===== src/verilog/trace_qual_pkg.sv =====
package trace_qual_pkg;

  // register byte offsets
  localparam logic [7:0] OFS_CTRL = 8'h00;
  localparam logic [7:0] OFS_STATUS = 8'h04;
  localparam logic [7:0] OFS_OCCUR = 8'h08;
  localparam logic [7:0] OFS_COUNT = 8'h0C;
  localparam logic [7:0] OFS_STORED = 8'h10;
  localparam logic [7:0] OFS_INT_STATUS = 8'h14;
  localparam logic [7:0] OFS_INT_MASK = 8'h18;
  localparam logic [7:0] OFS_RANGE_CTRL = 8'h1C;
  localparam logic [7:0] OFS_RANGE_LO = 8'h20;
  localparam logic [7:0] OFS_RANGE_HI = 8'h24;
  localparam logic [7:0] OFS_QSEL = 8'h28;
  localparam logic [7:0] OFS_TERM_BASE = 8'h40;

  // control register fields
  localparam int CTRL_START = 0;
  localparam int CTRL_STOP = 1;
  localparam int CTRL_BREAK_EN = 2;
  localparam int CTRL_POS_LSB = 3;
  localparam int CTRL_CMODE_LSB = 5;
  localparam int CTRL_STORE_EN = 7;
  localparam int CTRL_PRE_ANY = 8;
  localparam logic [31:0] CTRL_RESET = 32'h0000_0100;

  // range control fields
  localparam int RNG_EN = 0;
  localparam int RNG_INV = 1;
  localparam int RNG_FIELD_LSB = 2;
  localparam int RNG_OWNER_LSB = 4;

  // interrupt bits
  localparam int IRQ_TRIG = 0;
  localparam int IRQ_DONE = 1;

  // qualifier indices, one select byte each
  localparam int Q_TRIG = 0;
  localparam int Q_STORE = 1;
  localparam int Q_PRE = 2;
  localparam int Q_COUNT = 3;
  localparam int NUM_TERMS = 4;
  localparam logic [31:0] QSEL_RESET = 32'h0101_0101;
  localparam logic [31:0] OCCUR_RESET = 32'h0000_0001;

  // trace depths
  localparam logic [16:0] DEPTH_SMALL_COUNT = 17'h00200;
  localparam logic [16:0] DEPTH_SMALL_FULL = 17'h00400;
  localparam logic [16:0] DEEP_DEPTH_DEFAULT = 17'h08000;

  typedef enum logic [1:0] {
    CM_OFF = 2'b00,
    CM_STATE = 2'b01,
    CM_ANY = 2'b10,
    CM_TIME = 2'b11
  } count_mode_type;

  typedef enum logic [1:0] {
    POS_AFTER = 2'b00,
    POS_ABOUT = 2'b01,
    POS_BEFORE = 2'b10
  } trig_pos_type;

  typedef enum logic [1:0] {
    ST_IDLE = 2'b00,
    ST_ARMED = 2'b01,
    ST_POST = 2'b10,
    ST_DONE = 2'b11
  } run_state_type;

  typedef struct packed {
    logic [31:0] addr;
    logic [15:0] data;
    logic [15:0] status;
  } bus_sample_type;

  typedef struct packed {
    bus_sample_type sample;
    logic [31:0] count;
    logic is_trigger;
    logic is_prestore;
  } trace_entry_type;

endpackage

===== src/verilog/bus_trace_qualifier.sv =====
// Local design decisions: the AHB-Lite slave port and the placing of the registers.
`timescale 1ns/100ps
module bus_trace_qualifier
  import trace_qual_pkg::*;
#(
  parameter bit DEEP_MEMORY = 1'b0,
  parameter logic [16:0] DEEP_DEPTH = DEEP_DEPTH_DEFAULT
)
(
  // clock and reset
  input wire logic hclk,
  input wire logic hresetn,
  // ahb-lite slave
  input wire logic hsel,
  input wire logic [31:0] haddr,
  input wire logic [1:0] htrans,
  input wire logic hwrite,
  input wire logic [2:0] hsize,
  input wire logic [31:0] hwdata,
  input wire logic hready,
  output logic hreadyout,
  output logic [31:0] hrdata,
  output logic hresp,
  // observed processor bus
  input wire logic sample_valid,
  input wire bus_sample_type sample,
  // emulator break control
  output logic break_req,
  // trace memory write port
  output logic trace_we,
  output logic [15:0] trace_waddr,
  output trace_entry_type trace_wdata,
  // interrupt
  output logic irq
);

  // one word of each state term: addr value, addr mask, data, status
  logic [31:0] term_word [0:NUM_TERMS-1][0:3];
  logic [31:0] ctrl;
  logic [15:0] occur;
  logic [31:0] qsel;
  logic [31:0] range_ctrl;
  logic [31:0] range_lo;
  logic [31:0] range_hi;
  logic [1:0] int_status;
  logic [1:0] int_mask;
  run_state_type state;
  logic [15:0] occ_cnt;
  logic [31:0] counter;
  logic [16:0] stored;
  logic [16:0] post_left;
  logic triggered;

  logic wr_pend;
  logic [7:0] wr_addr;
  logic start_cmd;
  logic stop_cmd;
  logic range_hit;
  logic [NUM_TERMS-1:0] term_hit;
  logic [3:0] qual_match;
  logic trig_event;
  logic store_now;
  logic pre_hit;
  logic [16:0] depth;
  logic [16:0] next_post;

  // a term matches only if every cared bit of all three fields agrees
  function automatic logic term_match(input logic [31:0] w0,
    input logic [31:0] w1, input logic [31:0] w2, input logic [31:0] w3,
    input bus_sample_type s);
    logic a_ok;
    logic d_ok;
    logic s_ok;
    a_ok = ((s.addr ^ w0) & w1) == 32'h0000_0000;
    d_ok = ((s.data ^ w2[15:0]) & w2[31:16]) == 16'h0000;
    s_ok = ((s.status ^ w3[15:0]) & w3[31:16]) == 16'h0000;
    return a_ok && d_ok && s_ok;
  endfunction

  // field that the range comparator looks at
  function automatic logic [31:0] range_field(input logic [1:0] sel,
    input bus_sample_type s);
    case (sel)
      2'b01: return {16'h0000, s.data};
      2'b10: return {16'h0000, s.status};
      default: return s.addr;
    endcase
  endfunction

  // ---------------- ahb-lite slave ----------------
  // zero wait states; this master never overlaps a write data phase
  // with the next address phase, so the early read sampling is safe
  assign hreadyout = 1'b1;
  assign hresp = 1'b0;

  // address phase capture for writes
  always_ff @(posedge hclk or negedge hresetn)
  begin
    if (!hresetn)
    begin
      wr_pend <= 1'b0;
      wr_addr <= 8'h00;
    end
    else if (hready)
    begin
      wr_pend <= hsel && htrans[1] && hwrite;
      wr_addr <= haddr[7:0];
    end
  end

  // read data registered during the address phase
  always_ff @(posedge hclk or negedge hresetn)
  begin
    if (!hresetn)
      hrdata <= 32'h0000_0000;
    else if (hready && hsel && htrans[1] && !hwrite)
    begin
      hrdata <= 32'h0000_0000;
      if (haddr[7:0] >= OFS_TERM_BASE && haddr[31:8] == 24'h000000)
        hrdata <= term_word[haddr[5:4]][haddr[3:2]];
      else if (haddr[31:8] == 24'h000000)
        case (haddr[7:0])
          OFS_CTRL: hrdata <= ctrl;
          OFS_STATUS: hrdata <= {26'h0, triggered, break_req,
                                 state == ST_DONE, state == ST_ARMED ||
                                 state == ST_POST, state};
          OFS_OCCUR: hrdata <= {16'h0000, occur};
          OFS_COUNT: hrdata <= counter;
          OFS_STORED: hrdata <= {15'h0000, stored};
          OFS_INT_STATUS: hrdata <= {30'h0, int_status};
          OFS_INT_MASK: hrdata <= {30'h0, int_mask};
          OFS_RANGE_CTRL: hrdata <= range_ctrl;
          OFS_RANGE_LO: hrdata <= range_lo;
          OFS_RANGE_HI: hrdata <= range_hi;
          OFS_QSEL: hrdata <= qsel;
          default: hrdata <= 32'h0000_0000;
        endcase
    end
  end

  assign start_cmd = wr_pend && wr_addr == OFS_CTRL && hwdata[CTRL_START];
  assign stop_cmd = wr_pend && wr_addr == OFS_CTRL && hwdata[CTRL_STOP];

  // configuration registers; start and stop bits are not kept
  always_ff @(posedge hclk or negedge hresetn)
  begin
    if (!hresetn)
    begin
      ctrl <= CTRL_RESET;
      occur <= OCCUR_RESET[15:0];
      qsel <= QSEL_RESET;
      range_ctrl <= 32'h0000_0000;
      range_lo <= 32'h0000_0000;
      range_hi <= 32'h0000_0000;
      int_mask <= 2'b00;
    end
    else if (wr_pend)
      case (wr_addr)
        OFS_CTRL: ctrl <= {23'h0, hwdata[8:2], 2'b00};
        OFS_OCCUR: occur <= hwdata[15:0];
        OFS_QSEL: qsel <= hwdata;
        OFS_RANGE_CTRL: range_ctrl <= {26'h0, hwdata[5:0]};
        OFS_RANGE_LO: range_lo <= hwdata;
        OFS_RANGE_HI: range_hi <= hwdata;
        OFS_INT_MASK: int_mask <= hwdata[1:0];
        default: ;
      endcase
  end

  // state term registers; reset masks clear so each term matches all
  genvar gt;
  genvar gw;
  generate
    for (gt = 0; gt < NUM_TERMS; gt++)
    begin : g_term
      for (gw = 0; gw < 4; gw++)
      begin : g_word
        always_ff @(posedge hclk or negedge hresetn)
        begin
          if (!hresetn)
            term_word[gt][gw] <= 32'h0000_0000;
          else if (wr_pend && wr_addr == OFS_TERM_BASE +
                   8'(gt * 16 + gw * 4))
            term_word[gt][gw] <= hwdata;
        end
      end
      assign term_hit[gt] = term_match(term_word[gt][0],
        term_word[gt][1], term_word[gt][2], term_word[gt][3], sample);
    end
  endgenerate

  // ---------------- qualification ----------------
  // single comparator, inclusive bounds, optional inverted sense
  always_comb
  begin
    logic [31:0] v;
    v = range_field(range_ctrl[RNG_FIELD_LSB +: 2], sample);
    range_hit = (v >= range_lo) && (v <= range_hi);
    range_hit = range_hit ^ range_ctrl[RNG_INV];
  end

  // each qualifier ORs its selected terms; only the owner sees the range
  generate
    for (gt = 0; gt < 4; gt++)
    begin : g_qual
      assign qual_match[gt] = sample_valid &&
        (|(qsel[gt*8 +: NUM_TERMS] & term_hit) ||
         (range_ctrl[RNG_EN] && range_ctrl[RNG_OWNER_LSB +: 2] == 2'(gt)
          && range_hit));
    end
  endgenerate

  // occurrence count of zero is read as one
  assign trig_event = state == ST_ARMED && qual_match[Q_TRIG] &&
    (occ_cnt + 16'h0001 >= occur);

  assign pre_hit = !ctrl[CTRL_PRE_ANY] && qual_match[Q_PRE];
  assign store_now = (state == ST_ARMED || state == ST_POST) &&
    sample_valid && (!ctrl[CTRL_STORE_EN] || qual_match[Q_STORE] ||
    trig_event || pre_hit);

  // depth shrinks only on the small memory when the counter is in use
  always_comb
  begin
    if (DEEP_MEMORY)
      depth = DEEP_DEPTH;
    else if (ctrl[CTRL_CMODE_LSB +: 2] != CM_OFF)
      depth = DEPTH_SMALL_COUNT;
    else
      depth = DEPTH_SMALL_FULL;
  end

  // states kept after the trigger set where the trigger lands
  always_comb
  begin
    case (ctrl[CTRL_POS_LSB +: 2])
      POS_AFTER: next_post = depth - 17'h00001;
      POS_ABOUT: next_post = {1'b0, depth[16:1]};
      default: next_post = 17'h00000;
    endcase
  end

  // ---------------- run sequencing ----------------
  always_ff @(posedge hclk or negedge hresetn)
  begin
    if (!hresetn)
    begin
      state <= ST_IDLE;
      post_left <= 17'h00000;
      triggered <= 1'b0;
    end
    else if (start_cmd)
    begin
      state <= ST_ARMED;
      triggered <= 1'b0;
    end
    else if (stop_cmd)
      state <= ST_DONE;
    else
      case (state)
        ST_ARMED:
          if (trig_event)
          begin
            triggered <= 1'b1;
            post_left <= next_post;
            state <= next_post == 17'h00000 ? ST_DONE : ST_POST;
          end
        ST_POST:
          if (store_now)
          begin
            post_left <= post_left - 17'h00001;
            if (post_left == 17'h00001)
              state <= ST_DONE;
          end
        ST_IDLE: ;
        ST_DONE: ;
        default: state <= ST_IDLE;
      endcase
  end

  // occurrence counter, cleared when a run starts
  always_ff @(posedge hclk or negedge hresetn)
  begin
    if (!hresetn)
      occ_cnt <= 16'h0000;
    else if (start_cmd)
      occ_cnt <= 16'h0000;
    else if (state == ST_ARMED && qual_match[Q_TRIG])
      occ_cnt <= occ_cnt + 16'h0001;
  end

  // state or time counter, cleared when a run starts
  always_ff @(posedge hclk or negedge hresetn)
  begin
    if (!hresetn)
      counter <= 32'h0000_0000;
    else if (start_cmd)
      counter <= 32'h0000_0000;
    else if (state == ST_ARMED || state == ST_POST)
      case (ctrl[CTRL_CMODE_LSB +: 2])
        CM_STATE: counter <= counter + 32'(qual_match[Q_COUNT]);
        CM_ANY: counter <= counter + 32'(store_now);
        CM_TIME: counter <= counter + 32'h0000_0001;
        default: ;
      endcase
  end

  // break request held until the next start or stop
  // the emulator may need several cycles to act on it
  always_ff @(posedge hclk or negedge hresetn)
  begin
    if (!hresetn)
      break_req <= 1'b0;
    else if (start_cmd || stop_cmd)
      break_req <= 1'b0;
    else if (trig_event && ctrl[CTRL_BREAK_EN])
      break_req <= 1'b1;
  end

  // trace memory write stream; circular so pre-trigger history wraps
  always_ff @(posedge hclk or negedge hresetn)
  begin
    if (!hresetn)
    begin
      trace_we <= 1'b0;
      trace_waddr <= 16'h0000;
      trace_wdata <= '0;
      stored <= 17'h00000;
    end
    else
    begin
      trace_we <= store_now && !start_cmd && !stop_cmd;
      if (start_cmd)
      begin
        trace_waddr <= 16'hFFFF;
        stored <= 17'h00000;
      end
      else if (store_now && !stop_cmd)
      begin
        trace_waddr <= (17'(trace_waddr) + 17'h00001 >= depth) ?
          16'h0000 : trace_waddr + 16'h0001;
        if (stored < depth)
          stored <= stored + 17'h00001;
        trace_wdata.sample <= sample;
        trace_wdata.count <= counter;
        trace_wdata.is_trigger <= trig_event;
        trace_wdata.is_prestore <= pre_hit && !qual_match[Q_STORE];
      end
    end
  end

  // sticky interrupt status; a new event beats a same-cycle clear
  always_ff @(posedge hclk or negedge hresetn)
  begin
    if (!hresetn)
      int_status <= 2'b00;
    else
    begin
      logic [1:0] set_bits;
      logic [1:0] clr_bits;
      set_bits = {state != ST_DONE && !start_cmd &&
                  (stop_cmd || (trig_event && next_post == 17'h00000) ||
                   (state == ST_POST && store_now &&
                    post_left == 17'h00001)),
                  trig_event};
      clr_bits = (wr_pend && wr_addr == OFS_INT_STATUS) ?
        hwdata[1:0] : 2'b00;
      int_status <= (int_status & ~clr_bits) | set_bits;
    end
  end

  assign irq = |(int_status & int_mask);

endmodule


===== config.mk =====
export PLATFORM = sky130hd
export DESIGN_NAME = bus_trace_qualifier
export DESIGN_NICKNAME = d
export VERILOG_FILES = /design/src/verilog/trace_qual_pkg.sv /design/src/verilog/bus_trace_qualifier.sv
export SDC_FILE = /design/constraint.sdc
export NUM_CORES = 2
export LEC_CHECK = 0
export BUFFER_PORTS_ARGS = -buffer_cell sky130_fd_sc_hd__buf_2
export CORE_ASPECT_RATIO = 0.9
export CORE_MARGIN = 2
export CORE_UTILIZATION = 55
export CTS_CLUSTER_SIZE = 12
export DETAILED_ROUTE_END_ITERATION = 8
export GPL_ROUTABILITY_DRIVEN = 0
export GPL_TIMING_DRIVEN = 0
export PLACE_DENSITY = 0.75
export SKIP_CTS_REPAIR_TIMING = 1
export SYNTH_ARGS = -nofsm -noshare
export SYNTH_HDL_FRONTEND = slang
export SYNTH_SLANG_ARGS = --single-unit

===== constraint.sdc =====
create_clock -name hclk -period 11 [get_ports hclk]
set_input_delay 0.55 -clock hclk [delete_from_list [all_inputs] [get_ports hclk]]
set_output_delay 0.55 -clock hclk [all_outputs]
set_load 0.005 [all_outputs]

==> qor.yml <==
start_kind: "flop"
rsz0062_at_grt: "false"
final_common_cell: "dfrtp_1"
grt_pass1_wl_um: 258400
power_density_mw_per_mm2: 164.2
reg2reg_setup_slack_ps: 2390
core_mm2: 0.08283
final_util_pct: 62.56
layout-drive-gt1-share_pct: 26.42
routed-via-count: 37580
fp.dieW_um: 309.1
fmax_ghz: 0.1162
pin_count: 290
synth-main-ff-cell: "dfrtp_1"
synth-seq-cells: 883
wl_per_cell_um: 33.62
critPathMaxStageDelay_ps: 840
crit_path_top_delay_cell: "clkbuf_1"
synthArstFlopShare_pct: 100.0
place_area_mm2: 0.04870
dp.final_hpwl_um: 136000
critical_path_class: "reg -> reg"
ant_nets: 0
port_buffers: 192
ir_worst_vdd_v: 0.0001295
dr.first_iter.drc_count: 6430
critPathCapture: "counter[22]"
seq_area_frac_synth_pct: 47.97
total_power_mw: 8.507
cts_buffer_depth: 3
cts_buffers: 94
final_net_count: 4497
slew_viol_final: 14
viasPerCell: 6.871
tightest_slew_ps: 1610
required_ps: 11530
fin_area_mm2: 0.05182
skew_ps: 31.00
cts.sinks: 883
mappedNetlistArea_mm2: 0.04608
antenna_found_initial: 25
hold_viol: 0
period_needed_ps: 8608
multi_input_area_mm2: 0.02233
slew_headroom_pct: -8.324
worst_setup_path_end_kind: "flop"
hold_slack_ps: 126.6
cts_tree: "done"
yosys_warnings: 0
dp_cells: 5286
fin_crit_sh_pct: 78.26
drt_pass1_iterations: 9
cp_common_cell: "ha_1"
failed_checks: "design-rule violations, max-capacitance violations, max-slew violations"
rr_worst_depth: 27
start_util_pct: 55.63
fillerInstances: 6570
critPathArrivalTime_ps: 9140
hold_class: "in -> reg"
track_usage_pct: 42.74
drc: 146
ctsRootBufferMaster: "clkbuf_16"
dp_slack_ps: 3055
postRouteWirelength_um: 183900
cap_violations: 3
num_rows: 100
path_clk_slew_ps: 70
setup_viol: 0
dieArea_mm2: 0.08612
synthToLayoutAreaGrowth_pct: 12.45
htreeDepth: 3
grt_overflow: 0
grt_pass1_vias: 35770
p_leak_nw: 23.26
synthDistinctLibCells: 77
cp_top_family: "simple AND/OR/NAND/NOR gates"
synth_edf_count: 0
setup_tns_ps: 0
reg2reg_from: "range_ctrl[3]"
worst_r2r_endpoint: "counter[22]"
status: "finished, violations left"
layout_common_cells: "dfrtp_1 (877), mux2_2 (600), nand2_1 (484), xor2_1 (286), clkbuf_1 (247)"
synthesis.nets: 4198
critPathMaxFanout: 10
synth_cells: 3962
path_depth: 27
synth_area_per_cell_um2: 11.63
grt_max_degree: 121
regArea_mm2: 0.02210
worst_slack_ps: 2392
path_buf_inv: 3
cp-startpoint: "range_ctrl[3]"
clock_latency_ps: 700
die_h_um: 278.6
fin_cells: 5470
==> logic make-up after synthesis <==
group | synth area share [%]
adder cells (fa/ha/maj) | 2.634
buffers and inverters | 3.595
XOR/XNOR | 5.987
AND/OR/NAND/NOR | 8.713
flip-flops | 47.97
AO/OA/AOI/OAI | 8.325
other | 0.01630
multiplexers | 22.76
==> area by class of cell <==
| class | count | share of cell area (%) |
|---|---|---|
| Inverter | 117 | 0.8475 |
| Clock buffer | 139 | 5.317 |
| Timing Repair Buffer | 203 | 2.352 |
| Tap cell | 1122 | 2.709 |
| Clock inverter | 26 | 0.5916 |
| Sequential cell | 883 | 42.66 |
| Antenna cell | 18 | 0.08692 |
| Buffer | 316 | 2.352 |
| Multi-Input combinational cell | 2646 | 43.09 |
==> per-layer routing <==
layer	track usage, %	wire length, µm
met5	7.941	870
met4	25.47	14800
met3	23.32	30000
met2	59.30	75090
met1	51.35	63140
==> sequential cells by signal, summed over array words and instances (netlist names), 6 cells and up <==
register     flops
term_word      512
trace_wdata     98
counter         32
hrdata          32
qsel            32
range_hi        32
range_lo        32
post_left       17
stored          17
occ_cnt         16
occur           16
trace_waddr     16
wr_addr          8
ctrl             7
range_ctrl       6
==> Yosys cell counts (all sizes together), types with 18 or more instances <==
| library cell | count | share of area [%] |
|---|---|---|
| a22oi | 209 | 3.4 |
| clkbuf | 222 | 1.8 |
| mux2 | 600 | 15 |
| or3 | 18 | 0.26 |
| xnor2 | 29 | 0.55 |
| nand3 | 41 | 0.46 |
| nor3 | 28 | 0.30 |
| nand2 | 487 | 4.0 |
| a31oi | 21 | 0.32 |
| nor4 | 29 | 0.39 |
| nand4 | 58 | 0.80 |
| ha | 97 | 2.6 |
| mux4 | 160 | 7.8 |
| buf | 94 | 0.83 |
| dfrtp | 877 | 48 |
| and2 | 28 | 0.38 |
| xor2 | 286 | 5.4 |
| inv | 117 | 0.95 |
| o21ai | 148 | 1.6 |
| nor2 | 114 | 0.93 |
| a21oi | 106 | 1.2 |
==> worst register-to-register path, cell delays in order (launching register included) <==
cell and delay, ps:
dfrtp_1 470, ha_1 580, clkbuf_1 560, clkbuf_1 840
nand2_1 130, o21ai_0 490, ha_1 260, nand4_1 200
nor4_1 360, nor4b_4 450, or3_1 170, o22ai_1 170
or3_4 430, a2111oi_4 500, o2111ai_4 300, a31oi_4 370
buf_6 200, o21ai_0 80, o21ai_0 160, ha_1 280
ha_1 190, nand4_1 130, nor2_1 180, and2_1 200
nor2b_1 320, nand4_1 180, xor2_1 190, nor2_1 50
==> where the power goes <==
group | total (mW) | switching [mW] | internal (mW)
registers | 3.81 | 0.272 | 3.54
clock network | 3.26 | 1.39 | 1.87
logic | 1.44 | 0.895 | 0.544
total | 8.51 | 2.55 | 5.95
==> how the worst min path moves through the flow <==
stage                               start              end  depth (start not counted)
after floorplan                   hresetn        break_req                          0
after global placement    trace_wdata[65]  trace_wdata[65]                          2
after detailed placement          hresetn  trace_wdata[92]                          1
after CTS                         hresetn  trace_wdata[89]                          1
after global routing            hwdata[2]   term_word[322]                          2
final                           hwdata[3]   term_word[195]                          2
Note: power is estimated with default switching activity, not from simulation.
